## src/include/pwbp_pkg.sv

```systemverilog
// Shared constants and types of the word/byte pack-unpack data path.
package pwbp_pkg;

	// --------------------------------------------------------------
	// Data path sizes
	// --------------------------------------------------------------
	localparam int DATA_W = 16;
	localparam int REG_ADDR_W = 2;

	// --------------------------------------------------------------
	// Register offsets on the plain register port
	// --------------------------------------------------------------
	localparam logic [REG_ADDR_W-1:0] CTRL_OFS = 2'h0;
	localparam logic [REG_ADDR_W-1:0] STAT_OFS = 2'h1;

	// --------------------------------------------------------------
	// Control word fields
	// --------------------------------------------------------------
	localparam int CTRL_START_READ_BIT = 0;
	localparam int CTRL_PERM_ENABLE_BIT = 5;
	localparam int CTRL_TEST_WRITE_BIT = 7;
	localparam int CTRL_BYTE_XFER_BIT = 13;
	localparam logic [DATA_W-1:0] CTRL_RESET = 16'h0000;

	// --------------------------------------------------------------
	// Status word fields
	// --------------------------------------------------------------
	localparam int STAT_WIP_BIT = 1;
	localparam int STAT_SEQ_LSB = 3;
	localparam int STAT_FLAG_BIT = 5;
	localparam int STAT_BYTE_BIT = 6;

	// --------------------------------------------------------------
	// Sequence counter states
	// --------------------------------------------------------------
	typedef enum logic [1:0] {
		PWBP_SEQ_IDLE,
		PWBP_SEQ_REQ,
		PWBP_SEQ_RESP,
		PWBP_SEQ_SECOND
	} pwbp_seq_t;

endpackage

```

## src/design/pwbp_seq_counter.sv

```systemverilog
// Two-bit transfer sequence counter stepped by the device flag handshake.
`timescale 1ns/1ns
module pwbp_seq_counter (
	// Clock and reset
	input  wire logic              sys_clk,
	input  wire logic              rst,
	// Control
	input  wire logic              start,
	input  wire logic              byte_mode,
	input  wire logic              device_flag,
	// Sequence state
	output pwbp_pkg::pwbp_seq_t    count,
	output pwbp_pkg::pwbp_seq_t    next_count,
	output logic                   op_done,
	output logic                   device_command
);
	import pwbp_pkg::*;

	typedef struct packed {
		pwbp_seq_t seq;
		logic      flag_d;
	} pwbp_seq_st_t;

	pwbp_seq_st_t q;
	pwbp_seq_st_t next_q;
	logic         flag_rise;
	logic         flag_fall;

	// --------------------------------------------------------------
	// Next state
	// --------------------------------------------------------------
	// Idle leaves only on start; a start seen mid-sequence is dropped
	// because the qualifier is armed only from idle.
	always_comb begin
		next_q = q;
		flag_rise = device_flag & ~q.flag_d;
		flag_fall = ~device_flag & q.flag_d;
		next_q.flag_d = device_flag;
		case (q.seq)
			PWBP_SEQ_IDLE: begin
				if (start) begin
					next_q.seq = PWBP_SEQ_REQ;
				end
			end
			PWBP_SEQ_REQ: begin
				if (flag_rise) begin
					next_q.seq = PWBP_SEQ_RESP;
				end
			end
			PWBP_SEQ_RESP: begin
				if (flag_fall) begin
					next_q.seq = byte_mode ? PWBP_SEQ_SECOND : PWBP_SEQ_IDLE;
				end
			end
			PWBP_SEQ_SECOND: begin
				if (flag_rise) begin
					next_q.seq = PWBP_SEQ_IDLE;
				end
			end
			default: begin
				next_q.seq = PWBP_SEQ_IDLE;
			end
		endcase
	end

	// --------------------------------------------------------------
	// State register
	// --------------------------------------------------------------
	always_ff @(posedge sys_clk) begin
		if (rst) begin
			q <= '0;
		end else begin
			q <= next_q;
		end
	end

	// Outputs for the data path and the device request line.
	assign count = q.seq;
	assign next_count = next_q.seq;
	assign op_done = (q.seq != PWBP_SEQ_IDLE) &&
		(next_q.seq == PWBP_SEQ_IDLE);
	assign device_command = (q.seq == PWBP_SEQ_REQ) ||
		(q.seq == PWBP_SEQ_SECOND);
endmodule

```

## src/design/pwbp_regs.sv

```systemverilog
// Control and status registers on the plain register port.
`timescale 1ns/1ns
module pwbp_regs (
	// Clock and reset
	input  wire logic                               sys_clk,
	input  wire logic                               rst,
	// Register port
	input  wire logic [pwbp_pkg::REG_ADDR_W-1:0]    reg_addr,
	input  wire logic [pwbp_pkg::DATA_W-1:0]        reg_wdata,
	input  wire logic                               reg_wr,
	input  wire logic                               reg_rd,
	output logic      [pwbp_pkg::DATA_W-1:0]        reg_rdata,
	// Block state in
	input  wire logic                               wip,
	input  pwbp_pkg::pwbp_seq_t                     count,
	input  wire logic                               device_flag,
	// Control out
	output logic                                    byte_mode,
	output logic                                    perm_enable,
	output logic                                    test_write,
	output logic                                    start_read
);
	import pwbp_pkg::*;

	typedef struct packed {
		logic [DATA_W-1:0] ctrl;
		logic [DATA_W-1:0] rdata;
	} pwbp_regs_st_t;

	pwbp_regs_st_t     q;
	pwbp_regs_st_t     next_q;
	logic [DATA_W-1:0] status;

	// --------------------------------------------------------------
	// Register update and read mux
	// --------------------------------------------------------------
	// The control word is held until software loads a new one, so the
	// byte mode stays steady across whole sequences.
	always_comb begin
		next_q = q;
		status = '0;
		status[STAT_WIP_BIT] = wip;
		status[STAT_SEQ_LSB +: 2] = count;
		status[STAT_FLAG_BIT] = device_flag;
		status[STAT_BYTE_BIT] = q.ctrl[CTRL_BYTE_XFER_BIT];
		if (reg_wr && reg_addr == CTRL_OFS) begin
			next_q.ctrl = reg_wdata;
			next_q.ctrl[CTRL_START_READ_BIT] = 1'b0;
		end
		next_q.rdata = '0;
		if (reg_rd) begin
			case (reg_addr)
				CTRL_OFS: next_q.rdata = q.ctrl;
				STAT_OFS: next_q.rdata = status;
				default:  next_q.rdata = '0;
			endcase
		end
	end

	always_ff @(posedge sys_clk) begin
		if (rst) begin
			q <= '{ctrl: CTRL_RESET, rdata: '0};
		end else begin
			q <= next_q;
		end
	end

	assign reg_rdata = q.rdata;
	assign byte_mode = q.ctrl[CTRL_BYTE_XFER_BIT];
	assign perm_enable = q.ctrl[CTRL_PERM_ENABLE_BIT];
	assign test_write = q.ctrl[CTRL_TEST_WRITE_BIT];
	assign start_read = reg_wr && reg_addr == CTRL_OFS &&
		reg_wdata[CTRL_START_READ_BIT];
endmodule

```

## src/design/pwbp_core.sv

```systemverilog
// Word/byte pack-unpack data path between host strobes and device lines.
// ----------------------------------------------------------------------
// How it works
// - Input takes whole words or two packed bytes.
// - Input held, shown to host on read strobe.
// - Word mode routes upper byte lines straight through.
// - Word load continuous or count 1, frozen after.
// - Byte mode first byte fills both halves.
// - Second byte loads upper half at count 3.
// - Read strobe then presents full packed word.
// - Write strobe latches host word into output.
// - Low bits driven direct; select low sends word.
// - Byte writes send low half first, then high.
// - Write flag set by strobe, cleared when done.
// - Write strobe starts counter from idle.
// - Byte mode follows control bit until reloaded.
// - Normal select needs write flag and byte mode.
// - Test write selects by byte mode alone.
// - Counter: idle, request, response, second byte.
// ----------------------------------------------------------------------
`timescale 1ns/1ns
module pwbp_core #(
	parameter int DATA_W = pwbp_pkg::DATA_W
) (
	// Clock and reset
	input  wire logic                            sys_clk,
	input  wire logic                            rst,
	// Host data strobes
	input  wire logic                            direct_read_strobe,
	input  wire logic                            program_read_strobe,
	input  wire logic                            direct_write_strobe,
	input  wire logic                            program_write_strobe,
	input  wire logic [DATA_W-1:0]               host_wdata,
	output logic      [DATA_W-1:0]               host_rdata,
	// Register port
	input  wire logic [pwbp_pkg::REG_ADDR_W-1:0] reg_addr,
	input  wire logic [pwbp_pkg::DATA_W-1:0]     reg_wdata,
	input  wire logic                            reg_wr,
	input  wire logic                            reg_rd,
	output logic      [pwbp_pkg::DATA_W-1:0]     reg_rdata,
	// Device lines
	input  wire logic [DATA_W-1:0]               dev_rx,
	input  wire logic                            device_flag,
	output logic      [DATA_W-1:0]               dev_tx,
	output logic                                 device_command
);
	import pwbp_pkg::*;

	localparam int HALF = DATA_W / 2;

	// --------------------------------------------------------------
	// Elaboration check
	// --------------------------------------------------------------
	// The register port carries the full word, so the width must match.
	if (DATA_W != pwbp_pkg::DATA_W || DATA_W % 2 != 0) begin : g_bad_w
		$error("pwbp_core: DATA_W must equal the package word width");
	end

	typedef struct packed {
		logic [DATA_W-1:0] hold;
		logic [DATA_W-1:0] out_word;
		logic [DATA_W-1:0] rd_data;
		logic [DATA_W-1:0] tx;
		logic              wip;
		logic              half_sel;
	} pwbp_core_st_t;

	pwbp_core_st_t q;
	pwbp_core_st_t next_q;
	pwbp_seq_t     count;
	pwbp_seq_t     next_count;
	logic          op_done;
	logic          byte_mode;
	logic          perm_enable;
	logic          test_write;
	logic          start_read;
	logic          rd_stb;
	logic          wr_stb;
	logic          load_upper;
	logic          load_lower;
	logic          sel_enable;

	assign rd_stb = direct_read_strobe | program_read_strobe;
	assign wr_stb = direct_write_strobe | program_write_strobe;

	// --------------------------------------------------------------
	// Sequence counter and registers
	// --------------------------------------------------------------
	pwbp_seq_counter u_seq (
		.sys_clk        (sys_clk),
		.rst            (rst),
		.start          (wr_stb | start_read),
		.byte_mode      (byte_mode),
		.device_flag    (device_flag),
		.count          (count),
		.next_count     (next_count),
		.op_done        (op_done),
		.device_command (device_command)
	);

	pwbp_regs u_regs (
		.sys_clk     (sys_clk),
		.rst         (rst),
		.reg_addr    (reg_addr),
		.reg_wdata   (reg_wdata),
		.reg_wr      (reg_wr),
		.reg_rd      (reg_rd),
		.reg_rdata   (reg_rdata),
		.wip         (q.wip),
		.count       (count),
		.device_flag (device_flag),
		.byte_mode   (byte_mode),
		.perm_enable (perm_enable),
		.test_write  (test_write),
		.start_read  (start_read)
	);

	// --------------------------------------------------------------
	// Data path next state
	// --------------------------------------------------------------
	// The holding registers load while their count lasts; leaving the
	// count is what freezes them, so no separate latch pulse is needed.
	// Permanent enable is ignored in byte mode: it would let the second
	// byte overwrite the first.
	always_comb begin
		next_q = q;
		load_upper = byte_mode ? (count == PWBP_SEQ_REQ) :
			(perm_enable || count == PWBP_SEQ_REQ);
		load_lower = byte_mode ?
			(count == PWBP_SEQ_REQ || count == PWBP_SEQ_SECOND) :
			(perm_enable || count == PWBP_SEQ_REQ);
		if (load_upper) begin
			// Word mode takes the lower byte lines, byte mode the upper.
			next_q.hold[HALF-1:0] = byte_mode ?
				dev_rx[DATA_W-1:HALF] : dev_rx[HALF-1:0];
		end
		if (load_lower) begin
			next_q.hold[DATA_W-1:HALF] = dev_rx[DATA_W-1:HALF];
		end
		// Host sees the held word only in answer to a read strobe.
		if (rd_stb) begin
			next_q.rd_data = q.hold;
		end
		if (wr_stb) begin
			next_q.out_word = host_wdata;
		end
		// A new write strobe beats a simultaneous done.
		if (wr_stb) begin
			next_q.wip = 1'b1;
		end else if (op_done) begin
			next_q.wip = 1'b0;
		end
		// Select flop: normal mode needs a write under way, test mode
		// only byte mode, so reads also unpack for loop-back.
		sel_enable = test_write ? byte_mode :
			(next_q.wip && byte_mode);
		next_q.half_sel = sel_enable &&
			(next_count == PWBP_SEQ_IDLE ||
			next_count == PWBP_SEQ_REQ);
		next_q.tx[HALF-1:0] = next_q.out_word[HALF-1:0];
		next_q.tx[DATA_W-1:HALF] = next_q.half_sel ?
			next_q.out_word[HALF-1:0] :
			next_q.out_word[DATA_W-1:HALF];
	end

	// --------------------------------------------------------------
	// State register
	// --------------------------------------------------------------
	always_ff @(posedge sys_clk) begin
		if (rst) begin
			q <= '0;
		end else begin
			q <= next_q;
		end
	end

	assign host_rdata = q.rd_data;
	assign dev_tx = q.tx;
endmodule

```

## config.mk

```make
export PLATFORM = sky130hd
export DESIGN_NAME = pwbp_core
export DESIGN_NICKNAME = d
export VERILOG_FILES = /design/src/include/pwbp_pkg.sv /design/src/design/pwbp_seq_counter.sv /design/src/design/pwbp_regs.sv /design/src/design/pwbp_core.sv
export SDC_FILE = /design/constraint.sdc
export NUM_CORES = 1
export LEC_CHECK = 0
export ABC_AREA = 1
export BUFFER_PORTS_ARGS = -buffer_cell sky130_fd_sc_hd__buf_2
export CORE_MARGIN = 5
export CORE_UTILIZATION = 48
export DETAILED_ROUTE_END_ITERATION = 10
export GPL_TIMING_DRIVEN = 0
export MAX_ROUTING_LAYER = met4
export PLACE_DENSITY = 0.78
export SKIP_LAST_GASP = 1
export SYNTH_ARGS = -nofsm -noshare
export SYNTH_HDL_FRONTEND = slang
export SYNTH_HIERARCHICAL = 1
export SYNTH_SLANG_ARGS = --single-unit
```

## constraint.sdc

```tcl
create_clock -name sys_clk -period 1.6 [get_ports sys_clk]
set_input_delay 0.08 -clock sys_clk [delete_from_list [all_inputs] [get_ports sys_clk]]
set_output_delay 0.08 -clock sys_clk [all_outputs]
set_load 0.01 [all_outputs]
```

==> metrics.txt <==
Max FO, Critical Path 8; vias in the first global route 3417; Placed Instances 779; Antenna Diode Count 0; count of mapped cells out of synthesis 570; core footprint 8258 µm²; portion of the clock cycle consumed by the worst path in the final layout 94.39%; run status finished clean; number of antenna violations at the first check in global routing 0; vias per cell 4.604; post-route core utilization 62.36%; area delta synth->final 25.60%; number of vias after detailed routing 3711; clock sink total 90; number of nets in the finished design 755; fraction of layout instances using a drive strength above 1 33.24%; buffer depth of the longest clock path 2; number of input and output port buffers inserted 104; unrepaired setup endpoints after global routing true; filler-free cell count of the finished design 806; DRC violation total after the first TritonRoute iteration 159; global-route wire length before repair 14.94 mm; Slew Limit Fails 0; CTS tree built; number of H-tree branching levels 3; overall power of the completed layout 4.854 mW; number of buffers inserted during clock tree synthesis 9; final wirelength 9.278 mm; Max Cap Viol 0; initial standard-cell utilization of the core 49.65%; detail-routed net length per standard cell 11.51 µm; Post-Synthesis Cell Area 4100 µm²; number of design rule violations left after detail routing 0; insertion delay of the later-clocked pin in the worst-skew pair 0.35 ns; cell chosen for the clock root sky130_fd_sc_hd__clkbuf_8; leakage power 2.741 nW; overall fraction of global-route tracks in use 18.26%; I/O Pins 108; clock edge transition at the registers on the reported setup and hold paths 0.09 ns; Fillers 765; number of nets in the synthesized netlist 629; final RePlAce weighted congestion 0.8760; full die area 10490 µm²; arrival time of the worst setup path 1.76 ns; first-pass iteration count of the detailed router 4; die width 102.4 µm; power density over the cells 942.5 nW/µm²; critical hold path startpoint host_wdata[11]; endpoint type of the worst setup path register; timing startpoint of the critical path u_seq/count[1]; detailed-placement wirelength estimate 7.088 mm; number of standard-cell rows in the floorplan 33; pin count of the biggest net entering global routing 15; Post-Route Skew 0.009763 ns; count of final setup violators 0; remaining antenna violation count after routing 0; FF-to-FF Start u_seq/count[1]; Final Critical Period 1.510 ns; Synthesis Warnings 6; Hold Violations, Final 0; required time of the critical path 1.85 ns; Post-Synthesis Mean Instance Area 7.193 µm²; VDD IR max 443.5 µV; Remaining Overflow, GRT 0; critical path type reg -> reg; critical path startpoint category register; path type of the worst min-delay path in -> reg; Max Fclk 662.1 MHz; die height 102.4 µm
-- worst max-delay path, cell delays in order (launching register included) --
cell and delay (ns):
sky130_fd_sc_hd__dfxtp_2 0.37, sky130_fd_sc_hd__inv_2 0.05, sky130_fd_sc_hd__nor2_2 0.11, sky130_fd_sc_hd__nand3_1 0.15, sky130_fd_sc_hd__nand3_2 0.11, sky130_fd_sc_hd__nor2_2 0.03
sky130_fd_sc_hd__inv_1 0.05, sky130_fd_sc_hd__nand2_2 0.06, sky130_fd_sc_hd__nand3_4 0.12, sky130_fd_sc_hd__clkbuf_16 0.17, sky130_fd_sc_hd__nand3_2 0.07, sky130_fd_sc_hd__nand2_1 0.06
sky130_fd_sc_hd__nor2_1 0.04
-- per-layer routing --
| layer | share of wire [%] | GRT usage (%) | vias to the layer above | wire, µm |
|---|---|---|---|---|
| li1 | - | - | 1958 | - |
| met1 | 44 | 23.47 | 1642 | 4071 |
| met2 | 49 | 29.20 | 99 | 4541 |
| met3 | 5.6 | 2.389 | 12 | 523 |
| met4 | 1.5 | 7.064 | 0 | 141 |
| met5 | 0 | - | - | 0 |
-- where the power goes --
part | total, mW | internal, mW | switching [mW]
sequential | 2.49 | 2.40 | 0.0835
combinational | 0.914 | 0.424 | 0.490
clock | 1.45 | 0.696 | 0.755
total | 4.85 | 3.52 | 1.33
-- layout by cell type (no fill, tap or decap), types with 2 or more instances in the layout --
cell	n
sky130_fd_sc_hd__inv_2	6
sky130_fd_sc_hd__dfxtp_2	3
sky130_fd_sc_hd__a21oi_1	26
sky130_fd_sc_hd__clkbuf_1	7
sky130_fd_sc_hd__dlygate4sd3_1	7
sky130_fd_sc_hd__clkinv_4	2
sky130_fd_sc_hd__nor2_2	2
sky130_fd_sc_hd__buf_6	8
sky130_fd_sc_hd__nand3_2	4
sky130_fd_sc_hd__buf_2	111
sky130_fd_sc_hd__nor2_4	3
sky130_fd_sc_hd__nand2_1	116
sky130_fd_sc_hd__nand3_1	24
sky130_fd_sc_hd__a21oi_2	8
sky130_fd_sc_hd__nand2_4	2
sky130_fd_sc_hd__nand2_2	6
sky130_fd_sc_hd__buf_4	55
sky130_fd_sc_hd__o21ai_0	40
sky130_fd_sc_hd__inv_1	49
sky130_fd_sc_hd__clkbuf_8	12
sky130_fd_sc_hd__dfxtp_1	86
sky130_fd_sc_hd__nor2_1	110
-- through the flow --
step | setup slack, ns | hold WS [ns] | instance area, µm² | setup TNS (ns)
after CTS | 0.01140 | 0.007800 | 5065 | 0
after floorplan | 0.008339 | 0.1491 | 4149 | 0
after detailed placement | -0.2345 | 0.3470 | 4801 | -1.755
final | 0.08973 | 0.02399 | 5150 | 0
after global placement | -0.2178 | 0.3387 | 4801 | -1.615
after global routing | -0.04277 | 0.01555 | 5150 | -0.1259
-- worst paths after layout --
path | depth (start not counted) | to | slack, ns
hold reg to reg | 2 | u_regs/reg_rdata[10] | 0.45
setup reg to reg | 12 | dev_tx[14] | 0.09
hold / removal | 3 | q[45] | 0.02
setup / recovery | 12 | dev_tx[14] | 0.09
-- area by class of cell --
cell class / count / area [µm²] / area share [%]
inverter: 57 / 221.5 / 4.300
multi-input combinational: 348 / 1585 / 30.78
clock inverter: 3 / 22.52 / 0.4373
clock buffer: 13 / 168.9 / 3.280
buffer: 75 / 573.1 / 11.13
timing repair buffer: 115 / 638.1 / 12.39
sequential: 90 / 1809 / 35.13
tap: 105 / 131.4 / 2.551
-- flip-flops by register name (all words and copies together) (netlist names) --
signal              cells
u_regs/test_write       1
u_regs/reg_rdata       15
host_rdata             16
u_regs/q               12
dev_tx                  8
q                      33
u_regs/perm_enable      1
u_seq/count             2
u_seq/q                 1
u_regs/byte_mode        1
-- what timing repair did --
action / CTS / global route
gates cloned: 0 / 1
endpoints found under the hold margin: 7 / 0
endpoints found under the setup margin: 7 / 8
setup buffers: 0 / 3
gates resized for setup: 1 / 14
pin swaps: 0 / 5
hold buffers: 7 / 0
Note: power is estimated with default switching activity, not from simulation.
